## src/common/ppd_pkg.sv

```systemverilog
// Package with constants and carrier types of the pulse pattern data registers
package ppd_pkg;

    // ------------------------------------------------------------------
    // Widths
    // ------------------------------------------------------------------
    localparam int DW     = 8;
    localparam int AW     = 4;
    localparam int GROUPS = 4;
    localparam int NIB    = 4;
    localparam int CH     = 4;
    localparam int SEL_W  = 2;
    localparam int PINS   = 16;

    // ------------------------------------------------------------------
    // Register offsets
    // ------------------------------------------------------------------
    localparam logic [AW-1:0] ADDR_EN_HI   = 4'h0;
    localparam logic [AW-1:0] ADDR_EN_LO   = 4'h1;
    localparam logic [AW-1:0] ADDR_CUR_HI  = 4'h2;
    localparam logic [AW-1:0] ADDR_CUR_LO  = 4'h3;
    localparam logic [AW-1:0] ADDR_NXT_HI_A = 4'h4;
    localparam logic [AW-1:0] ADDR_NXT_LO_A = 4'h5;
    localparam logic [AW-1:0] ADDR_NXT_HI_B = 4'h6;
    localparam logic [AW-1:0] ADDR_NXT_LO_B = 4'h7;
    localparam logic [AW-1:0] ADDR_TRIG_SEL = 4'h8;
    localparam logic [AW-1:0] ADDR_MODE    = 4'h9;

    // ------------------------------------------------------------------
    // Reset values and field layout
    // ------------------------------------------------------------------
    localparam logic [DW-1:0]  RST_ZERO     = 8'h00;
    localparam logic [DW-1:0]  RST_TRIG_SEL = 8'hFF;
    localparam logic [DW-1:0]  RST_MODE     = 8'hF0;
    localparam logic [NIB-1:0] NIB_ONES     = 4'hF;
    localparam logic [PINS-1:0] PINS_ZERO   = 16'h0000;
    localparam int MODE_INV_LSB = 4;
    localparam int MODE_NOV_LSB = 0;

    // ------------------------------------------------------------------
    // Carrier types
    // ------------------------------------------------------------------
    typedef struct packed {
        logic [CH-1:0] a;
        logic [CH-1:0] b;
    } ppd_cmp_t;

    typedef struct packed {
        logic [AW-1:0] addr;
        logic [DW-1:0] wdata;
        logic          wr;
        logic          rd;
    } ppd_bus_t;

endpackage

```

## src/ppd_trig_sel.sv

```systemverilog
// Output trigger selection for one pulse group
module ppd_trig_sel (
    input  wire ppd_pkg::ppd_cmp_t       cmp,  // Compare match events
    input  wire logic [ppd_pkg::SEL_W-1:0] sel, // Channel selector
    input  wire logic                    nov,  // Non-overlap mode
    output logic                         trig  // Group trigger pulse
);

    // Match A always triggers; match B only in non-overlap mode
    assign trig = cmp.a[sel] | (nov & cmp.b[sel]);

endmodule

```

## src/ppd_nib_split.sv

```systemverilog
// Shared or nibble-split mapping of one next-pattern register
module ppd_nib_split (
    input  wire logic [ppd_pkg::DW-1:0] cur,     // Stored next pattern
    input  wire logic                   shared,  // Both groups share a trigger
    input  wire logic                   wr_a,    // Write at first address
    input  wire logic                   wr_b,    // Write at second address
    input  wire logic [ppd_pkg::DW-1:0] wdata,   // Write data
    output logic      [ppd_pkg::DW-1:0] nxt,     // Next stored value
    output logic      [ppd_pkg::DW-1:0] rdata_a, // Read view at first address
    output logic      [ppd_pkg::DW-1:0] rdata_b  // Read view at second address
);

    logic wr_up;
    logic wr_lo;

    // Shared: whole byte at first address; split: one nibble per address
    assign wr_up = wr_a;
    assign wr_lo = shared ? wr_a : wr_b;

    assign nxt[7:4] = wr_up ? wdata[7:4] : cur[7:4];
    assign nxt[3:0] = wr_lo ? wdata[3:0] : cur[3:0];

    // Unused nibbles read as ones in split mode
    assign rdata_a = shared ? cur : {cur[7:4], ppd_pkg::NIB_ONES};
    assign rdata_b = shared ? ppd_pkg::RST_ZERO : {ppd_pkg::NIB_ONES, cur[3:0]};

endmodule

```

## src/ppd_data_regs.sv

```systemverilog
// Pulse pattern data registers: current output, next pattern, enables and triggers
module ppd_data_regs (
    input  wire logic                     mclk,      // System clock
    input  wire logic                     rst,       // Asynchronous reset, active high
    input  wire logic [ppd_pkg::AW-1:0]   addr,      // Register address
    input  wire logic [ppd_pkg::DW-1:0]   wdata,     // Write data
    input  wire logic                     wr,        // Write strobe
    input  wire logic                     rd,        // Read strobe
    output logic      [ppd_pkg::DW-1:0]   rdata,     // Read data, cycle after strobe
    input  wire ppd_pkg::ppd_cmp_t        cmp_evt,   // Timer compare match pulses
    output logic      [ppd_pkg::PINS-1:0] pulse_out, // Pulse output pin levels
    output logic      [ppd_pkg::PINS-1:0] pulse_oe   // Pulse output enables
);

    // ------------------------------------------------------------------
    // Bus decode
    // ------------------------------------------------------------------
    ppd_pkg::ppd_bus_t bus;
    assign bus = '{addr: addr, wdata: wdata, wr: wr, rd: rd};

    logic [ppd_pkg::DW-1:0] en_hi_reg;
    logic [ppd_pkg::DW-1:0] en_lo_reg;
    logic [ppd_pkg::DW-1:0] cur_hi_reg;
    logic [ppd_pkg::DW-1:0] cur_lo_reg;
    logic [ppd_pkg::DW-1:0] nxt_hi_reg;
    logic [ppd_pkg::DW-1:0] nxt_lo_reg;
    logic [ppd_pkg::DW-1:0] trig_sel_reg;
    logic [ppd_pkg::DW-1:0] mode_reg;
    logic [ppd_pkg::DW-1:0] rdata_reg;
    logic [ppd_pkg::PINS-1:0] pin_reg;
    logic [ppd_pkg::PINS-1:0] oe_reg;

    wire wr_en_hi  = bus.wr && (bus.addr == ppd_pkg::ADDR_EN_HI);
    wire wr_en_lo  = bus.wr && (bus.addr == ppd_pkg::ADDR_EN_LO);
    wire wr_cur_hi = bus.wr && (bus.addr == ppd_pkg::ADDR_CUR_HI);
    wire wr_cur_lo = bus.wr && (bus.addr == ppd_pkg::ADDR_CUR_LO);
    wire wr_nhi_a  = bus.wr && (bus.addr == ppd_pkg::ADDR_NXT_HI_A);
    wire wr_nlo_a  = bus.wr && (bus.addr == ppd_pkg::ADDR_NXT_LO_A);
    wire wr_nhi_b  = bus.wr && (bus.addr == ppd_pkg::ADDR_NXT_HI_B);
    wire wr_nlo_b  = bus.wr && (bus.addr == ppd_pkg::ADDR_NXT_LO_B);
    wire wr_trig   = bus.wr && (bus.addr == ppd_pkg::ADDR_TRIG_SEL);
    wire wr_mode   = bus.wr && (bus.addr == ppd_pkg::ADDR_MODE);

    // Groups of one register share a trigger when their selectors match
    wire shared_hi = (trig_sel_reg[3*ppd_pkg::SEL_W +: ppd_pkg::SEL_W]
                   == trig_sel_reg[2*ppd_pkg::SEL_W +: ppd_pkg::SEL_W]);
    wire shared_lo = (trig_sel_reg[1*ppd_pkg::SEL_W +: ppd_pkg::SEL_W]
                   == trig_sel_reg[0*ppd_pkg::SEL_W +: ppd_pkg::SEL_W]);

    // ------------------------------------------------------------------
    // Next-pattern address mapping
    // ------------------------------------------------------------------
    logic [ppd_pkg::DW-1:0] nxt_hi_next;
    logic [ppd_pkg::DW-1:0] nxt_lo_next;
    logic [ppd_pkg::DW-1:0] nhi_rd_a;
    logic [ppd_pkg::DW-1:0] nhi_rd_b;
    logic [ppd_pkg::DW-1:0] nlo_rd_a;
    logic [ppd_pkg::DW-1:0] nlo_rd_b;

    ppd_nib_split u_map_hi (
        .cur     (nxt_hi_reg),
        .shared  (shared_hi),
        .wr_a    (wr_nhi_a),
        .wr_b    (wr_nhi_b && !shared_hi),
        .wdata   (bus.wdata),
        .nxt     (nxt_hi_next),
        .rdata_a (nhi_rd_a),
        .rdata_b (nhi_rd_b)
    );

    ppd_nib_split u_map_lo (
        .cur     (nxt_lo_reg),
        .shared  (shared_lo),
        .wr_a    (wr_nlo_a),
        .wr_b    (wr_nlo_b && !shared_lo),
        .wdata   (bus.wdata),
        .nxt     (nxt_lo_next),
        .rdata_a (nlo_rd_a),
        .rdata_b (nlo_rd_b)
    );

    // ------------------------------------------------------------------
    // Trigger selection per group
    // ------------------------------------------------------------------
    logic [ppd_pkg::GROUPS-1:0] grp_trig;

    genvar g;
    generate
        for (g = 0; g < ppd_pkg::GROUPS; g = g + 1)
        begin : g_grp
            ppd_trig_sel u_sel (
                .cmp  (cmp_evt),
                .sel  (trig_sel_reg[g*ppd_pkg::SEL_W +: ppd_pkg::SEL_W]),
                .nov  (mode_reg[ppd_pkg::MODE_NOV_LSB + g]),
                .trig (grp_trig[g])
            );
        end
    endgenerate

    // ------------------------------------------------------------------
    // Per-bit transfer and current-output update
    // ------------------------------------------------------------------
    wire [ppd_pkg::PINS-1:0] en_all  = {en_hi_reg, en_lo_reg};
    wire [ppd_pkg::PINS-1:0] cur_all = {cur_hi_reg, cur_lo_reg};
    wire [ppd_pkg::PINS-1:0] nxt_all = {nxt_hi_reg, nxt_lo_reg};
    wire [ppd_pkg::PINS-1:0] wd_all  = {bus.wdata, bus.wdata};
    wire [ppd_pkg::PINS-1:0] wcur_all = {{ppd_pkg::DW{wr_cur_hi}}, {ppd_pkg::DW{wr_cur_lo}}};
    logic [ppd_pkg::PINS-1:0] xfer;
    logic [ppd_pkg::PINS-1:0] cur_next;
    logic [ppd_pkg::PINS-1:0] pin_next;

    genvar i;
    generate
        for (i = 0; i < ppd_pkg::PINS; i = i + 1)
        begin : g_bit
            // Only enabled bits follow their group's trigger
            assign xfer[i] = en_all[i] & grp_trig[i / ppd_pkg::NIB];
            // Transfer takes the stored pattern, not one written this cycle
            assign cur_next[i] = xfer[i] ? nxt_all[i]
                               : ((wcur_all[i] & ~en_all[i]) ? wd_all[i]
                               : cur_all[i]);
            // Mode bit one means direct output
            assign pin_next[i] = cur_all[i] ^ ~mode_reg[ppd_pkg::MODE_INV_LSB + i / ppd_pkg::NIB];
        end
    endgenerate

    // ------------------------------------------------------------------
    // Read selection
    // ------------------------------------------------------------------
    logic [ppd_pkg::DW-1:0] rd_mux;
    always_comb
    begin
        case (bus.addr)
            ppd_pkg::ADDR_EN_HI:    rd_mux = en_hi_reg;
            ppd_pkg::ADDR_EN_LO:    rd_mux = en_lo_reg;
            ppd_pkg::ADDR_CUR_HI:   rd_mux = cur_hi_reg;
            ppd_pkg::ADDR_CUR_LO:   rd_mux = cur_lo_reg;
            ppd_pkg::ADDR_NXT_HI_A: rd_mux = nhi_rd_a;
            ppd_pkg::ADDR_NXT_LO_A: rd_mux = nlo_rd_a;
            ppd_pkg::ADDR_NXT_HI_B: rd_mux = nhi_rd_b;
            ppd_pkg::ADDR_NXT_LO_B: rd_mux = nlo_rd_b;
            ppd_pkg::ADDR_TRIG_SEL: rd_mux = trig_sel_reg;
            ppd_pkg::ADDR_MODE:     rd_mux = mode_reg;
            default:                rd_mux = ppd_pkg::RST_ZERO;
        endcase
    end

    wire [ppd_pkg::DW-1:0] rdata_next = bus.rd ? rd_mux : ppd_pkg::RST_ZERO;

    // ------------------------------------------------------------------
    // Registers
    // ------------------------------------------------------------------
    always_ff @(posedge mclk or posedge rst)
    begin
        if (rst)
        begin
            cur_hi_reg <= ppd_pkg::RST_ZERO;
            cur_lo_reg <= ppd_pkg::RST_ZERO;
            nxt_hi_reg <= ppd_pkg::RST_ZERO;
            nxt_lo_reg <= ppd_pkg::RST_ZERO;
        end
        else
        begin
            cur_hi_reg <= cur_next[15:8];
            cur_lo_reg <= cur_next[7:0];
            nxt_hi_reg <= nxt_hi_next;
            nxt_lo_reg <= nxt_lo_next;
        end
    end

    always_ff @(posedge mclk or posedge rst)
    begin
        if (rst)
        begin
            en_hi_reg    <= ppd_pkg::RST_ZERO;
            en_lo_reg    <= ppd_pkg::RST_ZERO;
            trig_sel_reg <= ppd_pkg::RST_TRIG_SEL;
            mode_reg     <= ppd_pkg::RST_MODE;
        end
        else
        begin
            en_hi_reg    <= wr_en_hi ? bus.wdata : en_hi_reg;
            en_lo_reg    <= wr_en_lo ? bus.wdata : en_lo_reg;
            trig_sel_reg <= wr_trig ? bus.wdata : trig_sel_reg;
            mode_reg     <= wr_mode ? bus.wdata : mode_reg;
        end
    end

    always_ff @(posedge mclk or posedge rst)
    begin
        if (rst)
        begin
            rdata_reg <= ppd_pkg::RST_ZERO;
            pin_reg   <= ppd_pkg::PINS_ZERO;
            oe_reg    <= ppd_pkg::PINS_ZERO;
        end
        else
        begin
            rdata_reg <= rdata_next;
            pin_reg   <= pin_next;
            oe_reg    <= en_all;
        end
    end

    assign rdata     = rdata_reg;
    assign pulse_out = pin_reg;
    assign pulse_oe  = oe_reg;
endmodule

```

## config.mk

```make
export PLATFORM = sky130hd
export DESIGN_NAME = ppd_data_regs
export DESIGN_NICKNAME = d
export VERILOG_FILES = /design/src/common/ppd_pkg.sv /design/src/ppd_trig_sel.sv /design/src/ppd_nib_split.sv /design/src/ppd_data_regs.sv
export SDC_FILE = /design/constraint.sdc
export NUM_CORES = 1
export LEC_CHECK = 0
export BUFFER_PORTS_ARGS = -buffer_cell sky130_fd_sc_hd__clkbuf_2
export CORE_ASPECT_RATIO = 1.25
export CORE_MARGIN = 2
export CORE_UTILIZATION = 40
export DETAILED_ROUTE_END_ITERATION = 12
export GPL_ROUTABILITY_DRIVEN = 0
export GPL_TIMING_DRIVEN = 1
export SLEW_MARGIN = 10
export SYNTH_ARGS = -nofsm -noshare
export SYNTH_HDL_FRONTEND = slang
export SYNTH_SLANG_ARGS = --single-unit
```

## constraint.sdc

```tcl
create_clock -name mclk -period 3.9 [get_ports mclk]
set_input_delay 0.195 -clock mclk [delete_from_list [all_inputs] [get_ports mclk]]
set_output_delay 0.195 -clock mclk [all_outputs]
set_load 0.02 [all_outputs]
```

==> impl_results.html <==
<table>
<tr><th>Metric</th><th>Value</th></tr>
<tr><th colspan="2">Timing</th></tr>
<tr><td>Number of setup violations in the final report</td><td>0</td></tr>
<tr><td>Final slew viol count</td><td>0</td></tr>
<tr><td>Worst-Margin Slew</td><td>0.940 ns</td></tr>
<tr><td>Fmax</td><td>0.494 GHz</td></tr>
<tr><td>Skew final</td><td>0.00528 ns</td></tr>
<tr><td>Sum of negative setup slack</td><td>0 ns</td></tr>
<tr><td>Worst slew slack as a fraction of its limit</td><td>0.374</td></tr>
<tr><td>RSZ-0062 raised after global routing</td><td>false</td></tr>
<tr><td>Fin crit period</td><td>2.02 ns</td></tr>
<tr><td>Final cycle utilization of the critical path</td><td>0.519</td></tr>
<tr><td>Final Hold Violating Endpoints</td><td>0</td></tr>
<tr><th colspan="2">Final layout</th></tr>
<tr><td>Final core utilization</td><td>0.465</td></tr>
<tr><td>Filler cell count in the final layout</td><td>1144</td></tr>
<tr><td>Share of layout cells above drive strength 1</td><td>0.369</td></tr>
<tr><td>Area growth from synthesis to layout</td><td>13.9%</td></tr>
<tr><td>Final layout net count</td><td>507</td></tr>
<tr><td>Antenna cell count</td><td>0</td></tr>
<tr><td>Non-filler instance count after layout</td><td>656</td></tr>
<tr><th colspan="2">Yosys</th></tr>
<tr><td>Largest area contributor in the synthesized netlist</td><td>dfrtp_1</td></tr>
<tr><td>Net count of the mapped netlist</td><td>456</td></tr>
<tr><td>Synth warnings</td><td>0</td></tr>
<tr><td>Count of flip-flops with a built-in enable after synthesis</td><td>0</td></tr>
<tr><td>Proportion of register bits with asynchronous set or reset after synthesis</td><td>1.00</td></tr>
<tr><td>#FFs+latches synth</td><td>104</td></tr>
<tr><td>Mapped Area</td><td>5140 um2</td></tr>
<tr><td>Most frequent cells after synthesis</td><td>92 x dfrtp_1, 65 x mux2_2, 27 x inv_1, 21 x nand2_1</td></tr>
<tr><td>Cell variety after synth</td><td>49</td></tr>
<tr><td>Most instantiated flip-flop cell in the synthesis netlist</td><td>dfrtp_1</td></tr>
<tr><td>Post-synthesis cell count</td><td>432</td></tr>
<tr><td>Sequential fraction of the synthesis area</td><td>0.509</td></tr>
<tr><td>Mean Syn Cell Area</td><td>11.9 um2</td></tr>
<tr><td>Cells taking the most area after synthesis</td><td>dfrtp_1 45%, mux2_2 14%, dfstp_2 6.1%, mux4_2 3.5%, xnor2_1 3.4%</td></tr>
<tr><td>Area fraction of the dominant cell type after synthesis</td><td>0.448</td></tr>
<tr><td>Most instantiated library cell after synthesis</td><td>dfrtp_1</td></tr>
<tr><th colspan="2">CTS</th></tr>
<tr><td>CTS sink cnt</td><td>104</td></tr>
<tr><td>Clock root buffer master</td><td>clkbuf_16</td></tr>
<tr><td>Max H-tree Level</td><td>3</td></tr>
<tr><td>Clock tree buffer depth</td><td>2</td></tr>
<tr><td>Number of buffers inserted for hold repair after clock tree synthesis</td><td>0</td></tr>
<tr><td>TritonCTS clock tree</td><td>done</td></tr>
<tr><td>Insertion delay of the later-clocked pin in the worst-skew pair</td><td>0.34 ns</td></tr>
<tr><td>Clock transition at the registers of the reported paths</td><td>0.07 ns</td></tr>
<tr><td>Setup Fix Bufs, Post-CTS</td><td>0</td></tr>
<tr><td>TritonCTS Buffers</td><td>9</td></tr>
<tr><td>Resized Gates After CTS</td><td>0</td></tr>
<tr><th colspan="2">Detailed routing</th></tr>
<tr><td>Average detailed-routed wire length per instance</td><td>18.6 um</td></tr>
<tr><td>Antenna-violating nets left</td><td>0</td></tr>
<tr><td>Detailed Route Iter0 Violations</td><td>130</td></tr>
<tr><td>Final Routed Wirelength</td><td>12200 um</td></tr>
<tr><td>Vias per std cell</td><td>5.48</td></tr>
<tr><td>Total number of vias</td><td>3592</td></tr>
<tr><td>Detailed-route DRC error count</td><td>0</td></tr>
<tr><td>Detailed Routing Iterations Pass 1</td><td>5</td></tr>
<tr><th colspan="2">Floorplanning</th></tr>
<tr><td>Area of the core</td><td>12600 um2</td></tr>
<tr><td>Top Ports</td><td>64</td></tr>
<tr><td>Effective utilization at floorplan</td><td>0.408</td></tr>
<tr><td>Height of the chip</td><td>131 um</td></tr>
<tr><td>Die ar.</td><td>13800 um2</td></tr>
<tr><td>Std-Cell Rows</td><td>46</td></tr>
<tr><td>Die width</td><td>105 um</td></tr>
<tr><th colspan="2">Setup path</th></tr>
<tr><td>Critical Path Source Type</td><td>flop</td></tr>
<tr><td>Capturing element type of the critical path</td><td>flop</td></tr>
<tr><td>Largest delay share family, worst path</td><td>multiplexers</td></tr>
<tr><td>Logic depth of the worst path, buffers included</td><td>4</td></tr>
<tr><td>Data arrival time of the worst path</td><td>2.24 ns</td></tr>
<tr><td>Max stage delay cell, worst path</td><td>dfstp_2</td></tr>
<tr><td>Data required time of the critical path</td><td>4.11 ns</td></tr>
<tr><td>Buffers &amp; Inverters on Critical Path</td><td>0</td></tr>
<tr><td>Delay of the slowest cell on the worst path</td><td>0.65 ns</td></tr>
<tr><td>Worst R2R Path Depth</td><td>4</td></tr>
<tr><td>CP Max Fanout</td><td>8</td></tr>
<tr><td>CP Cell Sequence</td><td>mux4_2 -&gt; a21oi_2 -&gt; mux2_2 -&gt; a21oi_1</td></tr>
<tr><td>Worst setup path category</td><td>flop to flop</td></tr>
<tr><th colspan="2">Run</th></tr>
<tr><td>Maximum Capacitance Violations</td><td>0</td></tr>
<tr><th colspan="2">GRT</th></tr>
<tr><td>Pin count of the biggest net entering global routing</td><td>78</td></tr>
<tr><td>Global-route wire length before repair</td><td>19300 um</td></tr>
<tr><td>GRT Residual Overflow</td><td>0</td></tr>
<tr><td>Number of global-route vias before repair</td><td>3669</td></tr>
<tr><td>Global router's overall resource usage</td><td>0.181</td></tr>
<tr><td>Initial antenna violation count</td><td>0</td></tr>
<tr><th colspan="2">Pwr</th></tr>
<tr><td>Maximum VDD drop</td><td>302 uV</td></tr>
<tr><td>Pwr dens</td><td>647 nW/um2</td></tr>
<tr><td>Lkg Pwr</td><td>2.48 nW</td></tr>
<tr><th colspan="2">Outcome</th></tr>
<tr><td>Result of the run</td><td>completed</td></tr>
<tr><th colspan="2">Placement</th></tr>
<tr><td># port buffers</td><td>63</td></tr>
<tr><td>Half-perimeter wire length of the detailed placement result</td><td>8710 um</td></tr>
<tr><td>Inst Count DP</td><td>640</td></tr>
<tr><th colspan="2">Worst hold path</th></tr>
<tr><td>Hold Crit Class</td><td>input pin to async pin</td></tr>
</table>
[metrics by stage]
step | area [um2] | hold WS (ns) | power (mW) | setup WS, ns
2_1_floorplan | 5140 | 0.345 | 2.55 | 0.993
3_3_place_gp | 5570 | 0.433 | 2.91 | 1.81
3_5_place_dp | 5570 | 0.436 | 2.94 | 1.72
4_1_cts | 5860 | 0.0968 | 3.83 | 1.88
5_1_grt | 5860 | 0.150 | 4.02 | 1.82
6_report | 5860 | 0.0499 | 3.79 | 1.88
[cell usage in the layout, fill, tap and decap left out, drive strengths merged, types with 5 or more instances in the layout]
cell	Yosys	routed
a41oi	5	5
a32oi	8	8
nand3	6	6
nand2	21	21
dfrtp	92	92
nand3b	10	10
mux2	65	65
o21ai	20	20
mux2i	10	10
a21oi	17	17
or3	5	5
nor2	14	14
inv	27	27
a31oi	11	11
or2	5	5
xnor2	20	20
mux4	8	8
clkbuf	12	75
dfstp	12	12
[final timing paths]
| check | from | endpoint | slack (ns) |
|---|---|---|---|
| max in group asynchronous | rst | mode_reg[6] | 2.85 |
| max | trig_sel_reg[0] | cur_lo_reg[0] | 1.88 |
| min | rst | pulse_out[2] | 0.05 |
| min reg2reg | en_lo_reg[6] | pulse_oe[6] | 0.45 |
| min in group mclk | wdata[6] | nxt_hi_reg[6] | 0.26 |
| max reg2reg | trig_sel_reg[0] | cur_lo_reg[0] | 1.88 |
[cell type report]
cell class                 instances  area (um2)  share of cell area
clock buffer                      12         246              0.0421
clock inverter                     4        45.0             0.00769
inverter                          27         104              0.0177
multi-input combinational        277        2310               0.395
sequential                       104        2620               0.447
tap                              168         210              0.0359
timing repair buffer              64         323              0.0551
[where the power goes]
group	switching [mW]	internal, mW	total [mW]
Sequential	0.325	1.45	1.78
Combinational	0.595	0.536	1.13
Clock	0.371	0.512	0.883
[per-layer routing]
layer,wire (um),up-vias,global-route usage,part of all wire
met1,5070,1789,0.219,0.42
met2,6290,97,0.318,0.52
met5,0,-,0,0
li1,-,1680,-,-
met3,522,26,0.0367,0.043
met4,321,0,0.0745,0.026
[kinds of logic after synthesis]
family,Yosys count,synth area share
flip-flops,104,0.509
AO/OA/AOI/OAI,93,0.128
multiplexers,83,0.197
AND/OR/NAND/NOR,79,0.0871
buffers and inverters,51,0.0411
XOR/XNOR,22,0.0375
Note: power is estimated with default switching activity, not from simulation.
